--- config.mk ---
export PLATFORM = sky130hd
export DESIGN_NAME = ifpb_bank
export DESIGN_NICKNAME = d
export VERILOG_FILES = /design/src/pkg/ifpb_pkg.sv /design/src/rtl/ifpb_bank.sv
export SDC_FILE = /design/constraint.sdc
export NUM_CORES = 1
export LEC_CHECK = 0
export BUFFER_PORTS_ARGS = -buffer_cell sky130_fd_sc_hd__buf_4
export CELL_PAD_IN_SITES_DETAIL_PLACEMENT = 1
export CELL_PAD_IN_SITES_GLOBAL_PLACEMENT = 1
export CORE_UTILIZATION = 28
export CTS_CLUSTER_DIAMETER = 30
export DETAILED_ROUTE_END_ITERATION = 10
export PLACE_DENSITY = 0.83
export SYNTH_ARGS = -nofsm -noshare
export SYNTH_HDL_FRONTEND = slang
export SYNTH_SLANG_ARGS = --single-unit
--- constraint.sdc ---
create_clock -name core_clk -period 1.73 [get_ports core_clk]
set_input_delay 0.0865 -clock core_clk [delete_from_list [all_inputs] [get_ports core_clk]]
set_output_delay 0.0865 -clock core_clk [all_outputs]
set_load 0.03 [all_outputs]
--- src/pkg/ifpb_pkg.sv ---
// Register map, field positions and reset values for the interrupt bank
`default_nettype none
package ifpb_pkg;
  localparam int ADDR_W = 4;
  localparam int DATA_W = 32;
  localparam logic [ADDR_W-1:0] OFS_EDGE_CFG = 4'h0;
  localparam logic [ADDR_W-1:0] OFS_EXT_CTRL = 4'h4;
  localparam logic [ADDR_W-1:0] OFS_FLAGS_ONE = 4'h8;
  localparam logic [ADDR_W-1:0] OFS_FLAGS_TWO = 4'hC;
  // Edge and priority config fields
  localparam int POS_PULLUP_DIS = 7;
  localparam int POS_EDGE_A = 6;
  localparam int POS_EDGE_B = 5;
  localparam int POS_EDGE_C = 4;
  localparam int POS_T0_PRIO = 2;
  localparam int POS_PCHG_PRIO = 0;
  localparam logic [7:0] EDGE_CFG_MASK = 8'hF5;
  localparam logic [7:0] EDGE_CFG_RESET = 8'hF5;
  // External pin control fields
  localparam int POS_C_PRIO = 7;
  localparam int POS_B_PRIO = 6;
  localparam int POS_C_EN = 4;
  localparam int POS_B_EN = 3;
  localparam int POS_C_FLAG = 1;
  localparam int POS_B_FLAG = 0;
  localparam logic [7:0] EXT_CTRL_MASK = 8'hDB;
  localparam logic [7:0] EXT_CTRL_RESET = 8'hC0;
  // Peripheral flag fields
  localparam int POS_PSP = 7;
  localparam int POS_ADC = 6;
  localparam int POS_RX = 5;
  localparam int POS_TX = 4;
  localparam int POS_SSP = 3;
  localparam int POS_CCP1 = 2;
  localparam int POS_T2 = 1;
  localparam int POS_T1 = 0;
  localparam logic [7:0] FLAGS_ONE_SW_MASK = 8'hCF;
  localparam int POS_BCL = 3;
  localparam int POS_LVD = 2;
  localparam int POS_T3 = 1;
  localparam int POS_CCP2 = 0;
  localparam logic [7:0] FLAGS_TWO_MASK = 8'h0F;
  localparam logic [7:0] FLAGS_RESET = 8'h00;
  // Synchroniser refill: cycles after reset before pin edges count
  localparam logic [1:0] SYNC_FILL_DONE = 2'h3;
  // Capture/compare unit modes
  typedef enum logic [1:0] {
    CC_CAPTURE = 2'b00,
    CC_COMPARE = 2'b01,
    CC_PWM = 2'b10,
    CC_OFF = 2'b11
  } ifpb_ccmode_type;
endpackage
`default_nettype wire

--- src/rtl/ifpb_bank.sv ---
// Interrupt config, external pin flags and peripheral flag registers
//
// Summary of operation
// RULE1: Pull-up disable forces all port B pull-ups off
// RULE2: Edge select: 1 rising, 0 falling
// RULE3: Timer0 and port-change priority bits: 1 high
// RULE4: Unimplemented bits read zero, ignore writes
// RULE5: External pin priorities: 1 high, reset 1
// RULE6: External pin enables gate interrupt, reset 0
// RULE7: External pin flags set on edge, software clears
// RULE8: Flags set regardless of any enable
// RULE9: Software clears flag before enabling, after service
// RULE10: Parallel port flag sets on access
// RULE11: Converter flag sets on conversion done
// RULE12: Receive flag follows full buffer, read clears
// RULE13: Transmit flag follows empty buffer, write clears
// RULE14: Sync serial flag sets on transfer done
// RULE15: Capcomp one flag on capture/compare, not PWM
// RULE16: Capcomp two flag on capture/compare, not PWM
// RULE17: Timer2 match flag sets on period match
// RULE18: Timer1 overflow flag sets on overflow
// RULE19: Bus collision flag sets on collision
// RULE20: Low voltage flag sets on low supply
// RULE21: Timer3 overflow flag sets on overflow
// RULE22: Compat mode needs peripheral enable too
// RULE23: Priority mode vectors high/low, else one vector
// RULE24: Take request when flag, enable, global set
// RULE25: Hardware set beats software clear
//
// The implementer's own choices: the Wishbone register port and the placing of the registers.
`default_nettype none
module ifpb_bank
  import ifpb_pkg::*;
#(
  parameter logic [20:0] HIGH_VECTOR = 21'h000008,
  parameter logic [20:0] LOW_VECTOR = 21'h000018
) (
  input wire logic core_clk,
  input wire logic rst_b,
  // Wishbone slave
  input wire logic cyc_i,
  input wire logic stb_i,
  input wire logic we_i,
  input wire logic [ifpb_pkg::ADDR_W-1:0] adr_i,
  input wire logic [3:0] sel_i,
  input wire logic [ifpb_pkg::DATA_W-1:0] dat_i,
  output logic [ifpb_pkg::DATA_W-1:0] dat_o,
  output logic ack_o,
  output logic err_o,
  // External pins, asynchronous
  input wire logic ext_a_pin,
  input wire logic ext_b_pin,
  input wire logic ext_c_pin,
  // Port B pull-up control
  input wire logic [7:0] port_b_a,
  output logic [7:0] port_b_pullup_en,
  // Peripheral events, one-cycle pulses on core_clk; buffer full/empty and capcomp modes are levels
  input wire logic psp_access,
  input wire logic adc_done,
  input wire logic rx_buffer_full,
  input wire logic serial_rx_buffer_read,
  input wire logic tx_buffer_empty,
  input wire logic serial_tx_buffer_write,
  input wire logic ssp_done,
  input wire logic [1:0] ccp1_mode,
  input wire logic ccp1_capture,
  input wire logic ccp1_match,
  input wire logic [1:0] ccp2_mode,
  input wire logic ccp2_capture,
  input wire logic ccp2_match,
  input wire logic timer2_match,
  input wire logic timer1_ovf,
  input wire logic bus_collision,
  input wire logic low_voltage,
  input wire logic timer3_ovf,
  // Global enables and core handshake
  input wire logic priority_levels_enable,
  input wire logic global_irq_enable,
  input wire logic peripheral_global_enable,
  input wire logic [7:0] periph_enable_one,
  input wire logic [7:0] periph_enable_two,
  input wire logic [7:0] periph_priority_one,
  input wire logic [7:0] periph_priority_two,
  input wire logic irq_ack,
  output logic irq_req,
  output logic [20:0] irq_vector,
  output logic clear_high_enable,
  output logic clear_low_enable,
  // Config bits out to other blocks
  output logic ext_a_edge_sel,
  output logic timer0_ovf_priority,
  output logic port_change_priority
);
  import ifpb_pkg::*;

  // ****************************************
  // State
  // ****************************************
  logic [7:0] edgeCfg, next_edgeCfg;
  logic [7:0] extCtrl, next_extCtrl;
  logic [7:0] flagsOne, next_flagsOne;
  logic [7:0] flagsTwo, next_flagsTwo;
  logic [2:0] pinMeta, next_pinMeta;
  logic [2:0] pinSync, next_pinSync;
  logic [2:0] pinLast, next_pinLast;
  logic [1:0] syncFill, next_syncFill;
  logic syncReady;
  logic ackQ, next_ackQ;
  logic errQ, next_errQ;
  logic [7:0] rdData, next_rdData;
  logic ext_b_edge, ext_c_edge;
  logic wrStrobe, busReq, lowLane;
  logic [3:0] regHit;

  function automatic logic ccFlagEvent(input logic [1:0] mode,
                                       input logic cap,
                                       input logic cmp);
    ccFlagEvent = (mode == CC_CAPTURE) ? cap :
                  (mode == CC_COMPARE) ? cmp : 1'b0;
  endfunction

  function automatic logic edgeSeen(input logic sel, input logic now,
                                    input logic last);
    edgeSeen = sel ? (now & ~last) : (~now & last);
  endfunction

  // One-hot register select; all zero for an unmapped offset
  function automatic logic [3:0] regSelect(input logic [ADDR_W-1:0] adr);
    logic [3:0] hit;
    hit = 4'h0;
    if (adr == OFS_EDGE_CFG) begin
      hit = 4'h1;
    end else if (adr == OFS_EXT_CTRL) begin
      hit = 4'h2;
    end else if (adr == OFS_FLAGS_ONE) begin
      hit = 4'h4;
    end else if (adr == OFS_FLAGS_TWO) begin
      hit = 4'h8;
    end
    regSelect = hit;
  endfunction

  // ****************************************
  // Pin synchronisers
  // ****************************************
  // Pin edges count only once the synchroniser has refilled after reset;
  // the cleared stages would otherwise fake an edge on a pin held high.
  always_comb begin
    next_pinMeta = {ext_c_pin, ext_b_pin, ext_a_pin};
    next_pinSync = pinMeta;
    next_pinLast = pinSync;
    next_syncFill = syncFill;
    if (syncFill != SYNC_FILL_DONE) begin
      next_syncFill = syncFill + 2'h1;
    end
  end

  always_ff @(posedge core_clk) begin
    if (!rst_b) begin
      pinMeta <= 3'h0;
      pinSync <= 3'h0;
      pinLast <= 3'h0;
      syncFill <= 2'h0;
    end else begin
      pinMeta <= next_pinMeta;
      pinSync <= next_pinSync;
      pinLast <= next_pinLast;
      syncFill <= next_syncFill;
    end
  end

  // Pin a is synchronised alongside but makes no flag in this block
  always_comb begin
    syncReady = (syncFill == SYNC_FILL_DONE);
    ext_b_edge = syncReady & edgeSeen(edgeCfg[POS_EDGE_B],
                                      pinSync[1], pinLast[1]); // RULE2
    ext_c_edge = syncReady & edgeSeen(edgeCfg[POS_EDGE_C],
                                      pinSync[2], pinLast[2]); // RULE2
  end

  // ****************************************
  // Bus decode
  // ****************************************
  always_comb begin
    busReq = cyc_i & stb_i & ~ackQ & ~errQ;
    wrStrobe = busReq & we_i;
    lowLane = sel_i[0];
    regHit = regSelect(adr_i);
  end

  always_comb begin
    next_ackQ = 1'b0;
    next_errQ = 1'b0;
    next_rdData = rdData;
    // Registered answer: one wait state, and ack falls the cycle after
    if (busReq) begin
      if (regHit[0]) begin
        next_ackQ = 1'b1;
        next_rdData = edgeCfg & EDGE_CFG_MASK; // RULE4
      end else if (regHit[1]) begin
        next_ackQ = 1'b1;
        next_rdData = extCtrl & EXT_CTRL_MASK; // RULE4
      end else if (regHit[2]) begin
        next_ackQ = 1'b1;
        next_rdData = flagsOne;
      end else if (regHit[3]) begin
        next_ackQ = 1'b1;
        next_rdData = flagsTwo & FLAGS_TWO_MASK; // RULE4
      end else begin
        next_errQ = 1'b1;
        next_rdData = 8'h00;
      end
    end
  end

  // ****************************************
  // Register next values
  // ****************************************
  always_comb begin
    logic [7:0] setOne, setTwo, extSet;
    setOne = 8'h00;
    setTwo = 8'h00;
    extSet = 8'h00;
    next_edgeCfg = edgeCfg;
    next_extCtrl = extCtrl;
    next_flagsOne = flagsOne;
    next_flagsTwo = flagsTwo;
    // Sources set flags with no regard to enables
    extSet[POS_C_FLAG] = ext_c_edge; // RULE7 RULE8
    extSet[POS_B_FLAG] = ext_b_edge; // RULE7 RULE8
    setOne[POS_PSP] = psp_access; // RULE10
    setOne[POS_ADC] = adc_done; // RULE11
    setOne[POS_SSP] = ssp_done; // RULE14
    setOne[POS_CCP1] = ccFlagEvent(ccp1_mode, ccp1_capture,
                                   ccp1_match); // RULE15
    setOne[POS_T2] = timer2_match; // RULE17
    setOne[POS_T1] = timer1_ovf; // RULE18
    setTwo[POS_BCL] = bus_collision; // RULE19
    setTwo[POS_LVD] = low_voltage; // RULE20
    setTwo[POS_T3] = timer3_ovf; // RULE21
    setTwo[POS_CCP2] = ccFlagEvent(ccp2_mode, ccp2_capture,
                                   ccp2_match); // RULE16
    // A write with sel_i[0] low is acknowledged but changes nothing
    if (wrStrobe && lowLane) begin
      if (regHit[0]) begin
        next_edgeCfg = dat_i[7:0] & EDGE_CFG_MASK; // RULE4
      end else if (regHit[1]) begin
        next_extCtrl = dat_i[7:0] & EXT_CTRL_MASK; // RULE4
      end else if (regHit[2]) begin
        next_flagsOne = (flagsOne & ~FLAGS_ONE_SW_MASK) |
                        (dat_i[7:0] & FLAGS_ONE_SW_MASK);
      end else if (regHit[3]) begin
        next_flagsTwo = dat_i[7:0] & FLAGS_TWO_MASK; // RULE4
      end
    end
    // Sets applied last so a same-cycle clear cannot lose an event
    next_extCtrl = next_extCtrl | extSet; // RULE25
    next_flagsOne = next_flagsOne | setOne; // RULE25
    next_flagsTwo = next_flagsTwo | setTwo; // RULE25
    // Buffer status flags are live, read-only
    // A buffer strobe drops its flag for one cycle even if the level stays
    next_flagsOne[POS_RX] = rx_buffer_full & ~serial_rx_buffer_read; // RULE12
    next_flagsOne[POS_TX] = tx_buffer_empty &
                            ~serial_tx_buffer_write; // RULE13
  end

  // Config and flags update together; reset gives the power-on values
  always_ff @(posedge core_clk) begin
    if (!rst_b) begin
      edgeCfg <= EDGE_CFG_RESET;
      extCtrl <= EXT_CTRL_RESET; // RULE5 RULE6
      flagsOne <= FLAGS_RESET;
      flagsTwo <= FLAGS_RESET;
      ackQ <= 1'b0;
      errQ <= 1'b0;
      rdData <= 8'h00;
    end else begin
      edgeCfg <= next_edgeCfg;
      extCtrl <= next_extCtrl;
      flagsOne <= next_flagsOne;
      flagsTwo <= next_flagsTwo;
      ackQ <= next_ackQ;
      errQ <= next_errQ;
      rdData <= next_rdData;
    end
  end

  // ****************************************
  // Request arbitration
  // ****************************************
  // Twelve peripheral sources: eight in flags one, four in flags two
  logic [11:0] pend, prio;
  logic extReqC, extReqB;
  logic anyHigh, anyLow, anyCompat, take, takeHigh;
  always_comb begin
    pend = {flagsTwo[3:0] & periph_enable_two[3:0],
            flagsOne & periph_enable_one};
    prio = {periph_priority_two[3:0], periph_priority_one};
    extReqC = extCtrl[POS_C_FLAG] & extCtrl[POS_C_EN]; // RULE6
    extReqB = extCtrl[POS_B_FLAG] & extCtrl[POS_B_EN]; // RULE6
    anyHigh = |(pend & prio) | (extReqC & extCtrl[POS_C_PRIO]) |
              (extReqB & extCtrl[POS_B_PRIO]); // RULE5
    anyLow = |(pend & ~prio) | (extReqC & ~extCtrl[POS_C_PRIO]) |
             (extReqB & ~extCtrl[POS_B_PRIO]); // RULE5
    // Compatibility: peripherals also need the peripheral enable
    anyCompat = (|pend & peripheral_global_enable) | // RULE22
                extReqC | extReqB;
    // In priority mode the peripheral enable acts as the low enable
    if (priority_levels_enable) begin
      takeHigh = anyHigh & global_irq_enable; // RULE23 RULE24
      take = takeHigh | (anyLow & peripheral_global_enable);
    end else begin
      takeHigh = 1'b0;
      take = anyCompat & global_irq_enable; // RULE24
    end
  end

  // ****************************************
  // Outputs
  // ****************************************
  always_comb begin
    dat_o = {24'h000000, rdData};
    ack_o = ackQ;
    err_o = errQ;
    // Pull-ups off whenever the disable bit is set, whatever the latch
    port_b_pullup_en = edgeCfg[POS_PULLUP_DIS] ? 8'h00 : port_b_a; // RULE1
    irq_req = take;
    // With nothing high taken the low entry shows in priority mode
    irq_vector = (priority_levels_enable && !takeHigh) ?
                 LOW_VECTOR : HIGH_VECTOR; // RULE23
    // Entry clears the enable that admitted the request
    clear_high_enable = irq_ack & take &
                        (takeHigh | ~priority_levels_enable); // RULE24
    clear_low_enable = irq_ack & take & priority_levels_enable &
                       ~takeHigh; // RULE24
    ext_a_edge_sel = edgeCfg[POS_EDGE_A]; // RULE2
    timer0_ovf_priority = edgeCfg[POS_T0_PRIO]; // RULE3
    port_change_priority = edgeCfg[POS_PCHG_PRIO]; // RULE3
  end
endmodule
`default_nettype wire

## After elaboration in Yosys (flattened, before gate mapping)

Index checks and enable logic that the tools add are counted.

- $lt $le $gt $ge: 0
- Bitwise gates (word level): 57
- Equal/unequal tests: 7
- $add $sub $neg: 1
- Reductions and logical operators: 12
- Muxes and demuxes: 35
- Divide/modulo/power cells: 0
- Multiply operators: 0
- Shift-type cells: 0

Operator list:

| kind | number |
|---|---|
| $mux W8 | 16 |
| $reduce_or A12 Y1 | 3 |
| $and A1 B1 Y1 | 26 |
| $and A12 B12 Y12 | 2 |
| $mux W4 | 5 |
| $not A1 Y1 | 14 |
| $mux W1 | 13 |
| $not A12 Y12 | 1 |
| $and A8 B8 Y8 | 1 |
| $eq A4 B4 Y1 const B | 2 |
| $or A1 B1 Y1 | 8 |
| $or A6 B8 Y8 | 1 |
| $or A8 B2 Y8 | 1 |
| $or A8 B4 Y8 | 1 |
| $or A8 B8 Y8 | 1 |
| $mux W5 | 1 |
| $reduce_or A5 Y1 | 1 |
| $and A4 B4 Y4 | 1 |
| $eq A2 B1 Y1 const B | 2 |
| $eq A4 B3 Y1 const B | 1 |
| $logic_not A2 Y1 | 2 |
| $logic_not A4 Y1 | 1 |
| $reduce_and A2 Y1 | 2 |
| $add A2 B1 Y2 const B | 1 |
| other kinds (4) | 5 |

- Input bits: 112
- Output and inout port bits: 69
- Latch bits: 0
- Register bits after elaboration: 51
- Bits in writable memories: 0
- ROM bits: 0
- Memories: 0
- Logic and storage cells: 123

## Logic depth before layout (Yosys ltp)

- Word-level depth: 11
- Depth in mapped cells: 7
- Depth with buffers taken out: 6

## Worst setup path after synthesis

OpenSTA, ideal clock, no wires.

- Kind: register to register
- From: register errQ, in the netlist err_o
- To: register extCtrl[0]
- Required time: 1,611 ps
- Path buffers: 2
- Path slack: -3 ps
- Stages on the path, launching flop included: 8
- Period minus slack after synthesis: 1,733 ps
- Setup time: 119 ps
- Arrival time: 1,614 ps
- Cells stage by stage: dfxtp_1 -> nand4bb_1 -> buf_6 -> nor3_4 -> and3_1 -> buf_6 -> mux2i_1 -> a21boi_1

- Word-level cells in the longest chain between the ends: 6

RTL lines:

| what | line | source |
|---|---|---|
| start, declared | ifpb_bank.sv:109 | `logic errQ, next_errQ;` |
| start signal, assigned | ifpb_bank.sv:283 | `errQ <= next_errQ;` |
| $not A1 Y1 | ifpb_bank.sv:185 | `busReq = cyc_i & stb_i & ~ackQ & ~errQ;` |
| $and A1 B1 Y1 | ifpb_bank.sv:185 |  |
| $and A1 B1 Y1 | ifpb_bank.sv:186 | `wrStrobe = busReq & we_i;` |
| $logic_and A1 B1 Y1 | ifpb_bank.sv:244 | `if (wrStrobe && lowLane) begin` |
| $mux W8 | ifpb_bank.sv:244 |  |
| $or A8 B2 Y8 | ifpb_bank.sv:257 | `next_extCtrl = next_extCtrl \| extSet;` |
| end signal, assigned | ifpb_bank.sv:279 | `extCtrl <= next_extCtrl;` |
| end, declared | ifpb_bank.sv:100 | `logic [7:0] extCtrl, next_extCtrl;` |

Every way passes these cells.
A chain may end at the register's enable or synchronous reset.

## Final worst setup path

- From: register flagsTwo[0]
- To: output clear_low_enable

- Word-level cells in the longest chain between the ends: 11
- Elaborated cells between the ends (all ways): 23
- Classes of those cells: 2 x mux; 18 x bitwise; 3 x reduce/logical

RTL lines:

| what | line | source |
|---|---|---|
| start, declared | ifpb_bank.sv:102 | `logic [7:0] flagsTwo, next_flagsTwo;` |
| start signal, assigned | ifpb_bank.sv:281 | `flagsTwo <= next_flagsTwo;` |
| $and A4 B4 Y4 (*) | ifpb_bank.sv:296 | `pend = {flagsTwo[3:0] & periph_enable_two[3:0],` |
| $and A12 B12 Y12 (on tied branches) | ifpb_bank.sv:301, ifpb_bank.sv:303 |  |
| $reduce_or A12 Y1 (on tied branches) | ifpb_bank.sv:301, ifpb_bank.sv:303 |  |
| $or A1 B1 Y1 (on tied branches) (2 in series) | ifpb_bank.sv:301, ifpb_bank.sv:303 |  |
| $and A1 B1 Y1 (on tied branches) | ifpb_bank.sv:310, ifpb_bank.sv:311 |  |
| $or A1 B1 Y1 | ifpb_bank.sv:311 | `take = takeHigh \| (anyLow & peripheral_global_enable);` |
| $mux W1 | ifpb_bank.sv:309 | `if (priority_levels_enable) begin` |
| $and A1 B1 Y1 (2 in series) | ifpb_bank.sv:334 | `clear_low_enable = irq_ack & take & priority_levels_enable &` |
| $and A1 B1 Y1 (*) | ifpb_bank.sv:334 |  |
| end, declared | ifpb_bank.sv:88 | `output logic clear_low_enable,` |

Every way passes the cells marked *; elsewhere a longest branch is shown, timed or not.

==> summary.txt <==
Outcome
  • Outcome: complete, no violations

Yosys
  • Main synth FF type: dfxtp_1
  • Most common cell in the netlist: buf_4
  • EDFF count, synth: 0
  • Syn Area/Cell: 8.618 sq um
  • Yosys reg bits: 42
  • Post-synthesis cell area: 2465 sq um
  • Synth area leader: dfxtp_1
  • Top cells by area, synth: dfxtp_1, buf_4, mux2i_1
  • Top-area cell type share of the netlist area: 34.11%
  • Cells after synthesis: 286
  • Ys Warns: 0
  • Seq/Total Area, Yosys: 34.11%
  • Synth async-reset ratio: 0%
  • Yosys cell types: 41
  • Synth top cells by count: buf_4, dfxtp_1, nand2_1

Routing
  • Via Count: 2362
  • DR pass1 iterations: 4
  • Drc violations: 0
  • Routed Wire Length: 7590 um
  • Initial DRC count: 71
  • Drt wl/cell: 15.27 um
  • Post-route ant nets: 0
  • Vias per inst: 4.753

Critical path
  • CP Buf/Inv Count: 2
  • Worst reg-to-reg path cell count: 6
  • Critical path endpoint category: output port
  • CP Cell Sequence: nand3_1 -> nand4_1 -> nor2_2 -> a41oi_2 -> inv_1 -> and3_1 -> buf_4
  • Crit path largest cell delay: 380 ps
  • Nature of the critical path startpoint: register
  • Required @ worst endpoint: 1640 ps
  • CP Depth: 7
  • Critical path class: reg -> out
  • Worst-path fanout max: 4
  • CP delay by family, top: simple AND/OR/NAND/NOR gates
  • CP max stage cell: dfxtp_2
  • Crit path arrival time: 1600 ps

Clocking
  • Sinks on Clock Net: 42
  • Root Driver: clkbuf_8
  • Reg clk slew, reported paths: 80 ps
  • Clock Path Buffers: 2
  • CTS tree: done
  • Total clock buffers created by CTS: 5
  • Htree depth: 2
  • Clk_lat worst skew: 300 ps
  • Post-CTS setup buffers: 0

STA
  • Fin. Hold Viols: 0
  • Fin Hold WS: 20.76 ps
  • Max Fclk: 0.5914 GHz
  • Tcrit/Tclk final: 97.75%
  • Slew Limit Fails: 0
  • RSZ-0062 raised after global routing: true
  • Final Skew: 8.352 ps
  • Final worst path period need: 1691 ps
  • Setup violators final: 0
  • Final worst slack: 38.98 ps

Finish
  • Fill cells: 1016
  • Ant. Diodes: 0
  • Layout area overhead: 37.21%
  • Share of post-route cells with drive strength above 1: 36.99%
  • Final-stage net count: 504

Pwr
  • Pint: 1680 uW
  • Combinational Power Share: 23.3%
  • Share of total power in sequential cells: 44.2%
  • Max VDD drop: 414.3 uV
  • Net Sw Power: 691.6 uW
  • Sw Share: 29.17%
  • Static leakage: 0.001544 uW
  • Power per standard cell area: 701.1 nW/um^2
  • Clock power share: 32.5%

Worst hold path
  • HP Class: in -> reg
  • Worst hold path depth: 3

Die
  • Die height: 95.83 um
  • Die width: 95.83 um
  • # IOs: 181
  • Core ar.: 8382 sq um
  • DIE AREA: 9182 sq um
  • Row cnt: 33
  • Effective utilization at floorplan: 29.41%

Global routing
  • GR Overflow Total: 0
  • First-pass GRT wire length: 11440 um
  • Vias in the first global route: 2342
  • Total track usage: 16.65%
  • GR peak layer: met2
  • M3 GR Usage: 3.476%
  • Met2 Use GR: 30.54%
  • Largest net degree at the start of global routing: 43
  • Met1 Usage GRT: 19.03%
  • Initial antenna violation count: 0

Placed design
  • # port buffers: 100
  • Placer congestion estimate: 0.7961
  • HPWL after DPL: 6243 um
  • Pre-CTS setup slack: 56.89 ps

Job
  • Max Cap Violations: 0
-- registers in the layout, summed over array words and instances, names as in the netlist --
| signal | flops |
|---|---|
| next_pinSync | 2 |
| extCtrl | 6 |
| syncFill | 2 |
| ack_o | 1 |
| edgeCfg | 6 |
| flagsOne | 8 |
| rdData | 8 |
| err_o | 1 |
| pinLast | 2 |
| flagsTwo | 4 |
| next_pinLast | 2 |
-- repair_timing --
action / 4_1_cts / 5_1_grt
setup endpoints to repair: 3 / 11
pin swaps: 2 / 6
hold endpoints to repair: 3 / 0
hold buffers: 3 / 0
gates resized for setup: 8 / 22
-- layout make-up --
cell class | count | area (sq um) | area share, %
inverters | 1 | 3.754 | 0.1110
repair buffers | 108 | 834.6 | 24.68
clock buffers | 7 | 76.32 | 2.257
well taps | 105 | 131.4 | 3.885
flip-flops and latches | 42 | 867.1 | 25.64
clock inverters | 1 | 30.03 | 0.8879
multi-input cells | 233 | 1439 | 42.55
-- path summary, 6_finish.rpt --
kind                    from          endpoint  slack [ps]
max              flagsTwo[0]  clear_low_enable          40
max reg2reg            err_o        extCtrl[7]         110
min reg2reg  next_pinSync[2]   next_pinLast[2]         440
min                 dat_i[4]        edgeCfg[4]          20
-- cell usage in the layout, fill, tap and decap left out, drive strengths merged --
master	Yosys	final
a21boi	4	4
a21oi	1	1
a22o	3	3
a22oi	8	8
a31oi	2	2
a41oi	1	1
and2	8	8
and2b	1	1
and3	5	5
and3b	2	2
and4	2	2
and4bb	1	1
buf	46	105
bufinv	0	1
clkbuf	6	7
conb	2	44
dfxtp	42	42
dlygate4sd3	0	3
ha	1	1
inv	1	1
mux2	3	3
mux2i	19	19
mux4	1	1
nand2	38	38
nand2b	1	1
nand3	13	13
nand4	5	5
nand4bb	1	1
nor2	11	11
nor2b	22	22
nor3	5	5
nor3b	2	2
nor4	1	1
o21a	1	1
o21ai	6	6
o22ai	7	7
o311a	8	8
or3	5	5
xnor2	1	1
-- stage by stage --
step | total power, uW | area (sq um) | cells | TNS [ps] | util, %
after global routing | 2496 | 3382 | 497 | -47.90 | 40.35
after CTS | 2382 | 3334 | 497 | 0 | 39.78
final | 2371 | 3382 | 497 | 0 | 40.35
after detailed placement | 1601 | 3182 | 486 | 0 | 37.96
after global placement | 1580 | 3182 | 486 | 0 | 37.96
after floorplan | 1449 | 2625 | 328 | 0 | -
-- worst register-to-register path, stage by stage, from the launching register on --
cell,delay (ps)
dfxtp_2,330
nand4bb_1,280
nor3_4,270
and3_1,240
buf_12,140
mux2i_1,190
nand2_1,70
-- cell families (layout without fill, tap and decap cells) --
kind of cell               Yosys count  in the layout  synth area share (%)
adders and majority gates            1              1                0.5075
buffers and inverters               53            117                 15.38
DFF                                 42             42                 34.11
and+or+nand+nor                    123            123                 27.01
other                                2             44                0.3047
AOI/OAI and AO/OA                   41             41                 12.33
muxes                               23             23                 10.00
xor gates and xnor gates             1              1                0.3554
-- routing by layer --
layer	up-vias	routed length [um]
li1	1136	-
met5	-	0
met2	91	3966
met3	9	515
met1	1126	2998
met4	0	110
-- power groups by stage --
stage / combinational (uW) / clock, uW / sequential, uW
floorplan: 389 / 0 / 1060
global placement: 517 / 0 / 1060
detailed placement: 534 / 0 / 1070
CTS: 545 / 791 / 1050
global route: 598 / 843 / 1050
finish: 553 / 771 / 1050
Power figures use the tool's default switching activity.
